--- src/common/uart_fifo_pkg.sv ---
// constants, register map and field layout of the uart fifo control block
// assumes a 32-bit classic wishbone slave port and 8-bit characters
package uart_fifo_pkg;
  localparam int DATA_W = 8;
  localparam int DEPTH = 16;
  localparam int CNT_W = 5;
  localparam int PTR_W = 4;
  localparam int ADR_W = 8;
  localparam int IRQ_W = 4;
  localparam logic [CNT_W-1:0] DEPTH_CNT = 5'h10;

  // byte addresses of the word registers
  localparam logic [ADR_W-1:0] FIFO_CONTROL_OFS = 8'h00;
  localparam logic [ADR_W-1:0] STATUS_OFS = 8'h04;
  localparam logic [ADR_W-1:0] IRQ_STATUS_OFS = 8'h08;
  localparam logic [ADR_W-1:0] IRQ_MASK_OFS = 8'h0C;
  localparam logic [ADR_W-1:0] TX_DATA_OFS = 8'h10;
  localparam logic [ADR_W-1:0] RX_DATA_OFS = 8'h14;

  // fifo_control fields
  localparam int FCR_EN_BIT = 0;
  localparam int FCR_RX_CLR_BIT = 1;
  localparam int FCR_TX_CLR_BIT = 2;
  localparam int FCR_DMA_BIT = 3;
  localparam int FCR_TRIG_LSB = 6;
  localparam logic [1:0] FCR_TRIG_RST = 2'h0;
  localparam logic [IRQ_W-1:0] IRQ_MASK_RST = 4'h0;

  // status register fields
  localparam int ST_TX_CNT_LSB = 0;
  localparam int ST_RX_CNT_LSB = 8;
  localparam int ST_TX_EMPTY_BIT = 16;
  localparam int ST_TX_FULL_BIT = 17;
  localparam int ST_RX_EMPTY_BIT = 18;
  localparam int ST_RX_FULL_BIT = 19;
  localparam int ST_RX_INT_BIT = 20;

  // irq status / mask bits
  localparam int IRQ_RX_TRIG = 0;
  localparam int IRQ_TX_EMPTY = 1;
  localparam int IRQ_RX_TIMEOUT = 2;
  localparam int IRQ_RX_OVERRUN = 3;

  // receive trigger levels per receive_trigger_field code
  localparam logic [CNT_W-1:0] TRIG_LVL_0 = 5'h01;
  localparam logic [CNT_W-1:0] TRIG_LVL_1 = 5'h04;
  localparam logic [CNT_W-1:0] TRIG_LVL_2 = 5'h08;
  localparam logic [CNT_W-1:0] TRIG_LVL_3 = 5'h0E;

  typedef enum logic {DMA_MODE_0, DMA_MODE_1} dma_mode_t;

  function automatic logic [CNT_W-1:0] trig_level(input logic [1:0] code);
    case (code)
      2'h0: trig_level = TRIG_LVL_0;
      2'h1: trig_level = TRIG_LVL_1;
      2'h2: trig_level = TRIG_LVL_2;
      default: trig_level = TRIG_LVL_3;
    endcase
  endfunction
endpackage

--- src/verilog/char_fifo.sv ---
// sixteen-entry character fifo held in flip-flops
// assumes push and pop are single-cycle strobes; clear wins over both
`timescale 1ns/100ps
module char_fifo
  import uart_fifo_pkg::*;
(
  input wire logic clk_i,
  input wire logic rst_i,
  input wire logic clear_i,
  input wire logic single_i,
  input wire logic push_i,
  input wire logic [uart_fifo_pkg::DATA_W-1:0] data_i,
  input wire logic pop_i,
  output logic [uart_fifo_pkg::DATA_W-1:0] data_o,
  output logic [uart_fifo_pkg::CNT_W-1:0] count_o,
  output logic full_o,
  output logic empty_o
);
  typedef struct packed {
    logic [DEPTH-1:0][DATA_W-1:0] mem;
    logic [PTR_W-1:0] wr;
    logic [PTR_W-1:0] rd;
    logic [CNT_W-1:0] cnt;
  } fifo_t;

  fifo_t s_q;
  fifo_t s_d;
  logic do_push;
  logic do_pop;

  // single entry stands in for the holding register with fifos off
  assign full_o = single_i ? (s_q.cnt != '0) : (s_q.cnt == DEPTH_CNT);
  assign empty_o = (s_q.cnt == '0);
  assign do_push = push_i && !full_o;
  assign do_pop = pop_i && !empty_o;
  assign data_o = s_q.mem[s_q.rd];
  assign count_o = s_q.cnt;

  always_comb begin
    s_d = s_q;
    if (clear_i) begin
      s_d.wr = '0;
      s_d.rd = '0;
      s_d.cnt = '0;
    end else begin
      if (do_push) begin
        s_d.mem[s_q.wr] = data_i;
        s_d.wr = s_q.wr + 4'h1;
      end
      if (do_pop) begin
        s_d.rd = s_q.rd + 4'h1;
      end
      if (do_push && !do_pop) begin
        s_d.cnt = s_q.cnt + 5'h01;
      end else if (do_pop && !do_push) begin
        s_d.cnt = s_q.cnt - 5'h01;
      end
    end
  end

  always_ff @(posedge clk_i) begin
    if (rst_i) begin
      s_q <= '0;
    end else begin
      s_q <= s_d;
    end
  end
endmodule

--- src/verilog/uart_fifo_ctrl.sv ---
// fifo control, dma ready pins and receive trigger for one uart channel
// assumes a classic wishbone master, and a receiver and transmitter
// that strobe rx_push_i / tx_pop_i once per character
// Behaviour
// - receive interrupt when fill equals trigger
// - receive fifo keeps filling until full
// - trigger codes select 1, 4, 8, 14
// - control bits five, four ignored, read zero
// - bit three selects dma mode 0/1
// - mode 0 transmit ready low when empty
// - mode 0 receive ready low while data held
// - mode 1 transmit ready high only when full
// - mode 1 receive ready on trigger/timeout, until empty
// - bit two clears transmit fifo, self-clears
// - bit one clears receive fifo, self-clears
// - bit zero enables both fifos
// - writes with bit zero clear drop other bits
// - receive interrupt drops below trigger level
//
// Added by the designer: the Wishbone slave port and the register offsets.
`timescale 1ns/100ps
module uart_fifo_ctrl
  import uart_fifo_pkg::*;
(
  input wire logic clk_i,
  input wire logic rst_i,
  input wire logic cyc_i,
  input wire logic stb_i,
  input wire logic we_i,
  input wire logic [uart_fifo_pkg::ADR_W-1:0] adr_i,
  input wire logic [3:0] sel_i,
  input wire logic [31:0] dat_i,
  output logic [31:0] dat_o,
  output logic ack_o,
  input wire logic rx_push_i,
  input wire logic [uart_fifo_pkg::DATA_W-1:0] rx_data_i,
  input wire logic rx_timeout_i,
  input wire logic tx_pop_i,
  output logic [uart_fifo_pkg::DATA_W-1:0] tx_data_o,
  output logic tx_empty_o,
  output logic transmit_ready_pin_n_o,
  output logic receive_ready_pin_n_o,
  output logic receive_data_int_o,
  output logic irq_o
);
  import uart_fifo_pkg::*;

  typedef struct packed {
    logic ack;
    logic [31:0] dat;
    logic fifo_en;
    dma_mode_t dma_mode;
    logic [1:0] trig;
    logic [IRQ_W-1:0] irq_stat;
    logic [IRQ_W-1:0] irq_mask;
    logic tx_rdy_n;
    logic rx_rdy_n;
    logic rx_act;
    logic rx_lvl;
    logic tx_empty_prev;
  } ctl_t;

  localparam ctl_t CTL_RST = '{
    dma_mode: DMA_MODE_0,
    trig: FCR_TRIG_RST,
    irq_mask: IRQ_MASK_RST,
    rx_rdy_n: 1'b1,
    tx_empty_prev: 1'b1,
    default: '0
  };

  ctl_t s_q;
  ctl_t s_d;

  logic acc;
  logic wr;
  logic rd;
  logic fcr_wr;
  logic tx_push;
  logic rx_pop;
  logic tx_clr;
  logic rx_clr;
  logic mode1;
  logic rx_at_trig;
  logic [CNT_W-1:0] trig_lvl;
  logic [CNT_W-1:0] tx_cnt;
  logic [CNT_W-1:0] rx_cnt;
  logic tx_full;
  logic tx_empty;
  logic rx_full;
  logic rx_empty;
  logic [DATA_W-1:0] rx_head;
  logic [IRQ_W-1:0] ev;

  // one wait state: ack is registered, so the master never sees a
  // combinational path from stb to ack
  assign acc = cyc_i && stb_i && !s_q.ack;
  assign wr = acc && we_i;
  assign rd = acc && !we_i;
  assign fcr_wr = wr && sel_i[0] && (adr_i == FIFO_CONTROL_OFS);
  assign tx_push = wr && sel_i[0] && (adr_i == TX_DATA_OFS);
  assign rx_pop = rd && (adr_i == RX_DATA_OFS);
  assign mode1 = s_q.fifo_en && (s_q.dma_mode == DMA_MODE_1);

  // fifos off: one character stands for the full level
  assign trig_lvl = s_q.fifo_en ? trig_level(s_q.trig) : TRIG_LVL_0;
  assign rx_at_trig = (rx_cnt >= trig_lvl);

  // clear pulses exist only for the write cycle, so the bits
  // never hold a stored one
  always_comb begin
    tx_clr = 1'b0;
    rx_clr = 1'b0;
    if (fcr_wr) begin
      tx_clr = dat_i[FCR_EN_BIT] && dat_i[FCR_TX_CLR_BIT];
      rx_clr = dat_i[FCR_EN_BIT] && dat_i[FCR_RX_CLR_BIT];
      if (dat_i[FCR_EN_BIT] != s_q.fifo_en) begin
        tx_clr = 1'b1;
        rx_clr = 1'b1;
      end
    end
  end

  char_fifo tx_fifo (
    .clk_i(clk_i),
    .rst_i(rst_i),
    .clear_i(tx_clr),
    .single_i(!s_q.fifo_en),
    .push_i(tx_push),
    .data_i(dat_i[DATA_W-1:0]),
    .pop_i(tx_pop_i),
    .data_o(tx_data_o),
    .count_o(tx_cnt),
    .full_o(tx_full),
    .empty_o(tx_empty)
  );

  // the shift registers live outside; only the queue is cleared
  char_fifo rx_fifo (
    .clk_i(clk_i),
    .rst_i(rst_i),
    .clear_i(rx_clr),
    .single_i(!s_q.fifo_en),
    .push_i(rx_push_i),
    .data_i(rx_data_i),
    .pop_i(rx_pop),
    .data_o(rx_head),
    .count_o(rx_cnt),
    .full_o(rx_full),
    .empty_o(rx_empty)
  );

  always_comb begin
    ev = '0;
    ev[IRQ_RX_TRIG] = rx_at_trig && !s_q.rx_lvl;
    ev[IRQ_TX_EMPTY] = tx_empty && !s_q.tx_empty_prev;
    ev[IRQ_RX_TIMEOUT] = rx_timeout_i;
    // a character past full is dropped by the fifo; only flagged here
    ev[IRQ_RX_OVERRUN] = rx_push_i && rx_full;
  end

  always_comb begin
    s_d = s_q;
    s_d.ack = acc;
    s_d.dat = '0;
    s_d.tx_empty_prev = tx_empty;
    s_d.rx_lvl = rx_at_trig;

    if (fcr_wr) begin
      s_d.fifo_en = dat_i[FCR_EN_BIT];
      if (dat_i[FCR_EN_BIT]) begin
        s_d.dma_mode = dma_mode_t'(dat_i[FCR_DMA_BIT]);
        s_d.trig = dat_i[FCR_TRIG_LSB +: 2];
      end
    end

    // set wins over write-one-to-clear
    s_d.irq_stat = s_q.irq_stat;
    if (wr && sel_i[0] && (adr_i == IRQ_STATUS_OFS)) begin
      s_d.irq_stat = s_q.irq_stat & ~dat_i[IRQ_W-1:0];
    end
    s_d.irq_stat = s_d.irq_stat | ev;
    if (wr && sel_i[0] && (adr_i == IRQ_MASK_OFS)) begin
      s_d.irq_mask = dat_i[IRQ_W-1:0];
    end

    // mode 1 receive ready latches on trigger or timeout, drops on empty
    if (rx_empty) begin
      s_d.rx_act = 1'b0;
    end
    if (rx_at_trig || (rx_timeout_i && !rx_empty)) begin
      s_d.rx_act = 1'b1;
    end

    if (mode1) begin
      s_d.tx_rdy_n = tx_full;
      s_d.rx_rdy_n = !s_d.rx_act;
    end else begin
      s_d.tx_rdy_n = !tx_empty;
      s_d.rx_rdy_n = rx_empty;
    end

    if (rd) begin
      case (adr_i)
        FIFO_CONTROL_OFS: begin
          // clear bits and the unused pair always read zero
          s_d.dat[FCR_EN_BIT] = s_q.fifo_en;
          s_d.dat[FCR_DMA_BIT] = s_q.dma_mode;
          s_d.dat[FCR_TRIG_LSB +: 2] = s_q.trig;
        end
        STATUS_OFS: begin
          s_d.dat[ST_TX_CNT_LSB +: CNT_W] = tx_cnt;
          s_d.dat[ST_RX_CNT_LSB +: CNT_W] = rx_cnt;
          s_d.dat[ST_TX_EMPTY_BIT] = tx_empty;
          s_d.dat[ST_TX_FULL_BIT] = tx_full;
          s_d.dat[ST_RX_EMPTY_BIT] = rx_empty;
          s_d.dat[ST_RX_FULL_BIT] = rx_full;
          s_d.dat[ST_RX_INT_BIT] = s_q.rx_lvl;
        end
        IRQ_STATUS_OFS: s_d.dat[IRQ_W-1:0] = s_q.irq_stat;
        IRQ_MASK_OFS: s_d.dat[IRQ_W-1:0] = s_q.irq_mask;
        RX_DATA_OFS: s_d.dat[DATA_W-1:0] = rx_head;
        default: s_d.dat = '0;
      endcase
    end
  end

  always_ff @(posedge clk_i) begin
    if (rst_i) begin
      s_q <= CTL_RST;
    end else begin
      s_q <= s_d;
    end
  end

  assign ack_o = s_q.ack;
  assign dat_o = s_q.dat;
  assign tx_empty_o = tx_empty;
  assign transmit_ready_pin_n_o = s_q.tx_rdy_n;
  assign receive_ready_pin_n_o = s_q.rx_rdy_n;
  assign receive_data_int_o = s_q.rx_lvl;
  assign irq_o = |(s_q.irq_stat & s_q.irq_mask);
endmodule

--- config.mk ---
export PLATFORM = sky130hd
export DESIGN_NAME = uart_fifo_ctrl
export DESIGN_NICKNAME = d
export VERILOG_FILES = /design/src/common/uart_fifo_pkg.sv /design/src/verilog/char_fifo.sv /design/src/verilog/uart_fifo_ctrl.sv
export SDC_FILE = /design/constraint.sdc
export NUM_CORES = 1
export LEC_CHECK = 0
export BUFFER_PORTS_ARGS = -buffer_cell sky130_fd_sc_hd__buf_2
export CELL_PAD_IN_SITES_DETAIL_PLACEMENT = 0
export CELL_PAD_IN_SITES_GLOBAL_PLACEMENT = 2
export CORE_ASPECT_RATIO = 1.2
export CORE_MARGIN = 3
export CORE_UTILIZATION = 37
export DETAILED_ROUTE_END_ITERATION = 6
export GPL_TIMING_DRIVEN = 0
export PLACE_DENSITY_LB_ADDON = 0.1
export SLEW_MARGIN = 20
export SYNTH_ARGS = -nofsm -noshare
export SYNTH_HDL_FRONTEND = slang
export SYNTH_HIERARCHICAL = 1
export SYNTH_SLANG_ARGS = --single-unit
--- constraint.sdc ---
create_clock -name clk_i -period 3.1 [get_ports clk_i]
set_input_delay 0.31 -clock clk_i [delete_from_list [all_inputs] [get_ports clk_i]]
set_output_delay 0.31 -clock clk_i [all_outputs]
set_load 0.02 [all_outputs]
==> flow_metrics.py <==
metrics = {
    "placed_design": {
        "gp_congestion": 0.802,
        "hpwl_mm": 31.4,
        "portBuffers": 62,
        "placedCellCount": 2070,
        "placed_area_um2": 16900,
        "dp_slack_ps": -804,
    },
    "clock_network": {
        "clock-root-buffer": "clkbuf_16",
        "clk_pin_slew_ps": 60,
        "clock-sinks": 318,
        "cts_tree": "done",
        "cts_buffer_depth": 3,
        "cts_buffers": 38,
        "ctsHtreeMaxLevel": 2,
        "clk_latency_ps": 530,
    },
    "setup_path": {
        "cp.arrival_ps": 2650,
        "required_ps": 2790,
        "end_kind": "output pin",
        "critical_path_class": "reg2out",
        "cp-start-kind": "register",
        "slowest_delay_ps": 470,
        "reg2reg_setup_slack_ps": 150,
        "crit_fanout": 10,
        "path_cells": "clkbuf_1 -> clkbuf_2 -> mux4_2 -> a22oi_1 -> nand2_1 -> buf_2",
        "cp_slowest_cell": "clkbuf_2",
    },
    "yosys": {
        "ys_warn_count": 6,
        "ys_types": 65,
        "synth_simple_gate_area_share_pct": 19.8,
        "synth_area_leaders": "dfxtp_1, mux2i_1, nand2b_1",
        "synth_top_family_by_area": "multiplexers",
        "synth_edf_count": 0,
        "synth_top_area_share_pct": 40.3,
        "ys_seq_elements": 318,
        "ys_top_cells_by_count": "dfxtp_1, mux2i_1, nand2b_1, clkbuf_1, mux4_2",
        "synth.mux.area_fraction_pct": 26.6,
        "synth_most_common_cell": "dfxtp_1",
        "synthFlopType": "dfxtp_1",
        "syn_area_um2": 15800,
        "synth_top_area_cell": "dfxtp_1",
        "async_reset_ff_share_pct": 0,
        "synth_xor_area_share_pct": 0.775,
        "postSynthCellCount": 1447,
        "avgSynthCellArea_um2": 10.9,
        "synth_compound_area_share_pct": 4.76,
        "synth_seq_area_share_pct": 40.3,
        "synth_fa_ha_area_share_pct": 2.15,
    },
    "sta": {
        "rsz0062_at_grt": "true",
        "period_needed_ps": 2960,
        "fin_tns_setup_ps": 0,
        "period_share_pct": 95.6,
        "max_freq_mhz": 338,
        "finClkSkew_ps": 18.5,
        "hold_viol": 0,
        "slew_viol_final": 0,
        "tightest_slew_ps": 1060,
        "hold_ws_ps": 77.9,
        "setup_violations": 0,
        "slew_headroom_pct": 29.0,
        "fin_ws_ps": 137,
    },
    "power": {
        "peakVddDrop_mv": 0.359,
        "power.total_mw": 11.6,
        "power_density_nw_per_um2": 636,
        "power_leakage_nw": 6.37,
    },
    "final_layout": {
        "finalNetCount": 1655,
        "stdcell_count": 2140,
        "area_growth_pct": 15.8,
        "finalInstanceArea_um2": 18300,
        "final_layout_size_suffix_gt1_share_pct": 20.3,
        "num_antenna_cells": 0,
        "finish.utilization_pct": 43.6,
    },
    "route": {
        "drtAntennaViolNets": 0,
        "drt-wirelength-per-cell_um": 20.7,
        "vias_per_cell": 5.03,
        "wl_met1_mm": 19.4,
        "drt-pass1-iter-count": 4,
        "highest_layer": "met5",
        "initialDrtViolationCount": 455,
        "drc_errors": 0,
        "num_vias": 10800,
        "wl_met3_mm": 1.17,
        "wl_met2_mm": 22.6,
        "drt-total-wl_mm": 44.2,
    },
    "die": {
        "ios": 106,
        "initial_core_util_pct": 37.7,
        "die-area_um2": 45300,
        "core_region_area_um2": 42000,
        "dieHeight_um": 232,
        "die_x_um": 195,
        "rows": 82,
    },
    "global_route": {
        "track_usage_pct": 19.5,
        "grt_max_degree": 14,
        "grt_pass1_wl_mm": 68.6,
        "grt_antenna_before_repair": 2,
        "grt_overflow_total": 0,
        "grt_pass1_vias": 11300,
    },
    "outcome": {
        "outcome": "completed",
    },
    "run": {
        "drv_cap": 0,
    },
    "hold_path": {
        "hold_class": "in2reg",
    },
}
-- where the power goes --
part,leakage [nW],internal [mW],switching [mW]
combinational,3.16,1.05,1.53
clock,0.642,2.86,1.78
sequential,2.57,4.24,0.165
-- flip-flops by register name, indices dropped and copies added, names as in the netlist --
name,count
ack_o,1
dat_o,18
receive_data_int_o,1
receive_ready_pin_n_o,1
rx_fifo/count_o,5
rx_fifo/s_q,136
s_q,14
transmit_ready_pin_n_o,1
tx_fifo/count_o,5
tx_fifo/s_q,136
-- critical path, delay by kind of cell, from the launching register on --
kind                   cells  cell delay (ps)
muxes                      1              370
buffers and inverters      3              990
DFF                        1              340
AOI/OAI and AO/OA          1              300
and+or+nand+nor            1              120
-- per-layer routing --
metal  vias up  GRT usage [%]
met5         -              0
met4         2           5.50
met3        62           2.39
met2       148           35.7
met1      5302           24.2
li1       5257              -
-- layout make-up --
| cell class | instances | area [um^2] |
|---|---|---|
| clock buffers | 53 | 1130 |
| flip-flops and latches | 318 | 6370 |
| repair buffers | 71 | 385 |
| fillers | 3979 | 23700 |
| well taps | 546 | 683 |
| inverters | 21 | 78.8 |
| clock inverters | 12 | 166 |
| multi-input cells | 969 | 8670 |
| plain buffers | 150 | 831 |
-- worst paths after layout --
| path | start | endpoint | cells past startpoint |
|---|---|---|---|
| max | tx_fifo/s_q[6]$_SDFFE_PP0P_ | tx_data_o[1] | 6 |
| min | rx_timeout_i | s_q[11]$_SDFF_PP0_ | 3 |
| max reg2reg | tx_fifo/count_o[0]$_SDFFE_PP0P_ | tx_fifo/count_o[4]$_SDFFE_PP0P_ | 10 |
| min reg2reg | rx_fifo/s_q[93]$_SDFFE_PP0P_ | rx_fifo/s_q[93]$_SDFFE_PP0P_ | 2 |
-- cell families after synthesis --
| family | Yosys count |
|---|---|
| compound gates | 105 |
| xor+xnor | 14 |
| flops | 318 |
| fa+ha+maj | 26 |
| simple gates | 473 |
| buf+inv | 173 |
| other cells | 1 |
| mux | 337 |
-- cells in the final DEF, fill, tap and decap left out, types with 4 or more instances in the layout --
master | synthesis | routed
clkbuf_2 | 0 | 8
mux2_2 | 4 | 4
inv_1 | 21 | 20
a31o_2 | 4 | 4
mux2i_1 | 267 | 267
nand4_1 | 4 | 4
a21oi_1 | 16 | 16
or2b_1 | 44 | 44
buf_1 | 8 | 6
ha_1 | 24 | 21
nor2b_1 | 8 | 8
buf_2 | 5 | 64
a211oi_1 | 8 | 8
nand3_1 | 11 | 11
clkbuf_16 | 0 | 39
o211ai_1 | 4 | 4
clkbuf_8 | 0 | 10
nor3_1 | 4 | 4
bufinv_16 | 0 | 4
xor2_1 | 12 | 12
clkbuf_1 | 87 | 80
nor2_1 | 55 | 54
o21ai_0 | 9 | 7
a22oi_1 | 38 | 38
mux4_2 | 64 | 64
nor4_4 | 7 | 9
buf_4 | 46 | 58
or2_2 | 6 | 6
nor3_4 | 20 | 20
conb_1 | 1 | 14
nand2b_1 | 232 | 232
dfxtp_1 | 318 | 318
and2_1 | 13 | 13
clkinv_2 | 0 | 6
nand2_1 | 41 | 41
nor3_2 | 6 | 6
buf_6 | 2 | 4
-- repair_timing --
item,in CTS,in global routing
cloned,0,0
resized for setup,20,13
pin swaps,2,1
setup endpoints to repair,56,4
hold buffers,0,0
setup buffers,2,5
endpoints found under the hold margin,0,0
(Power assumes the default switching activity.)
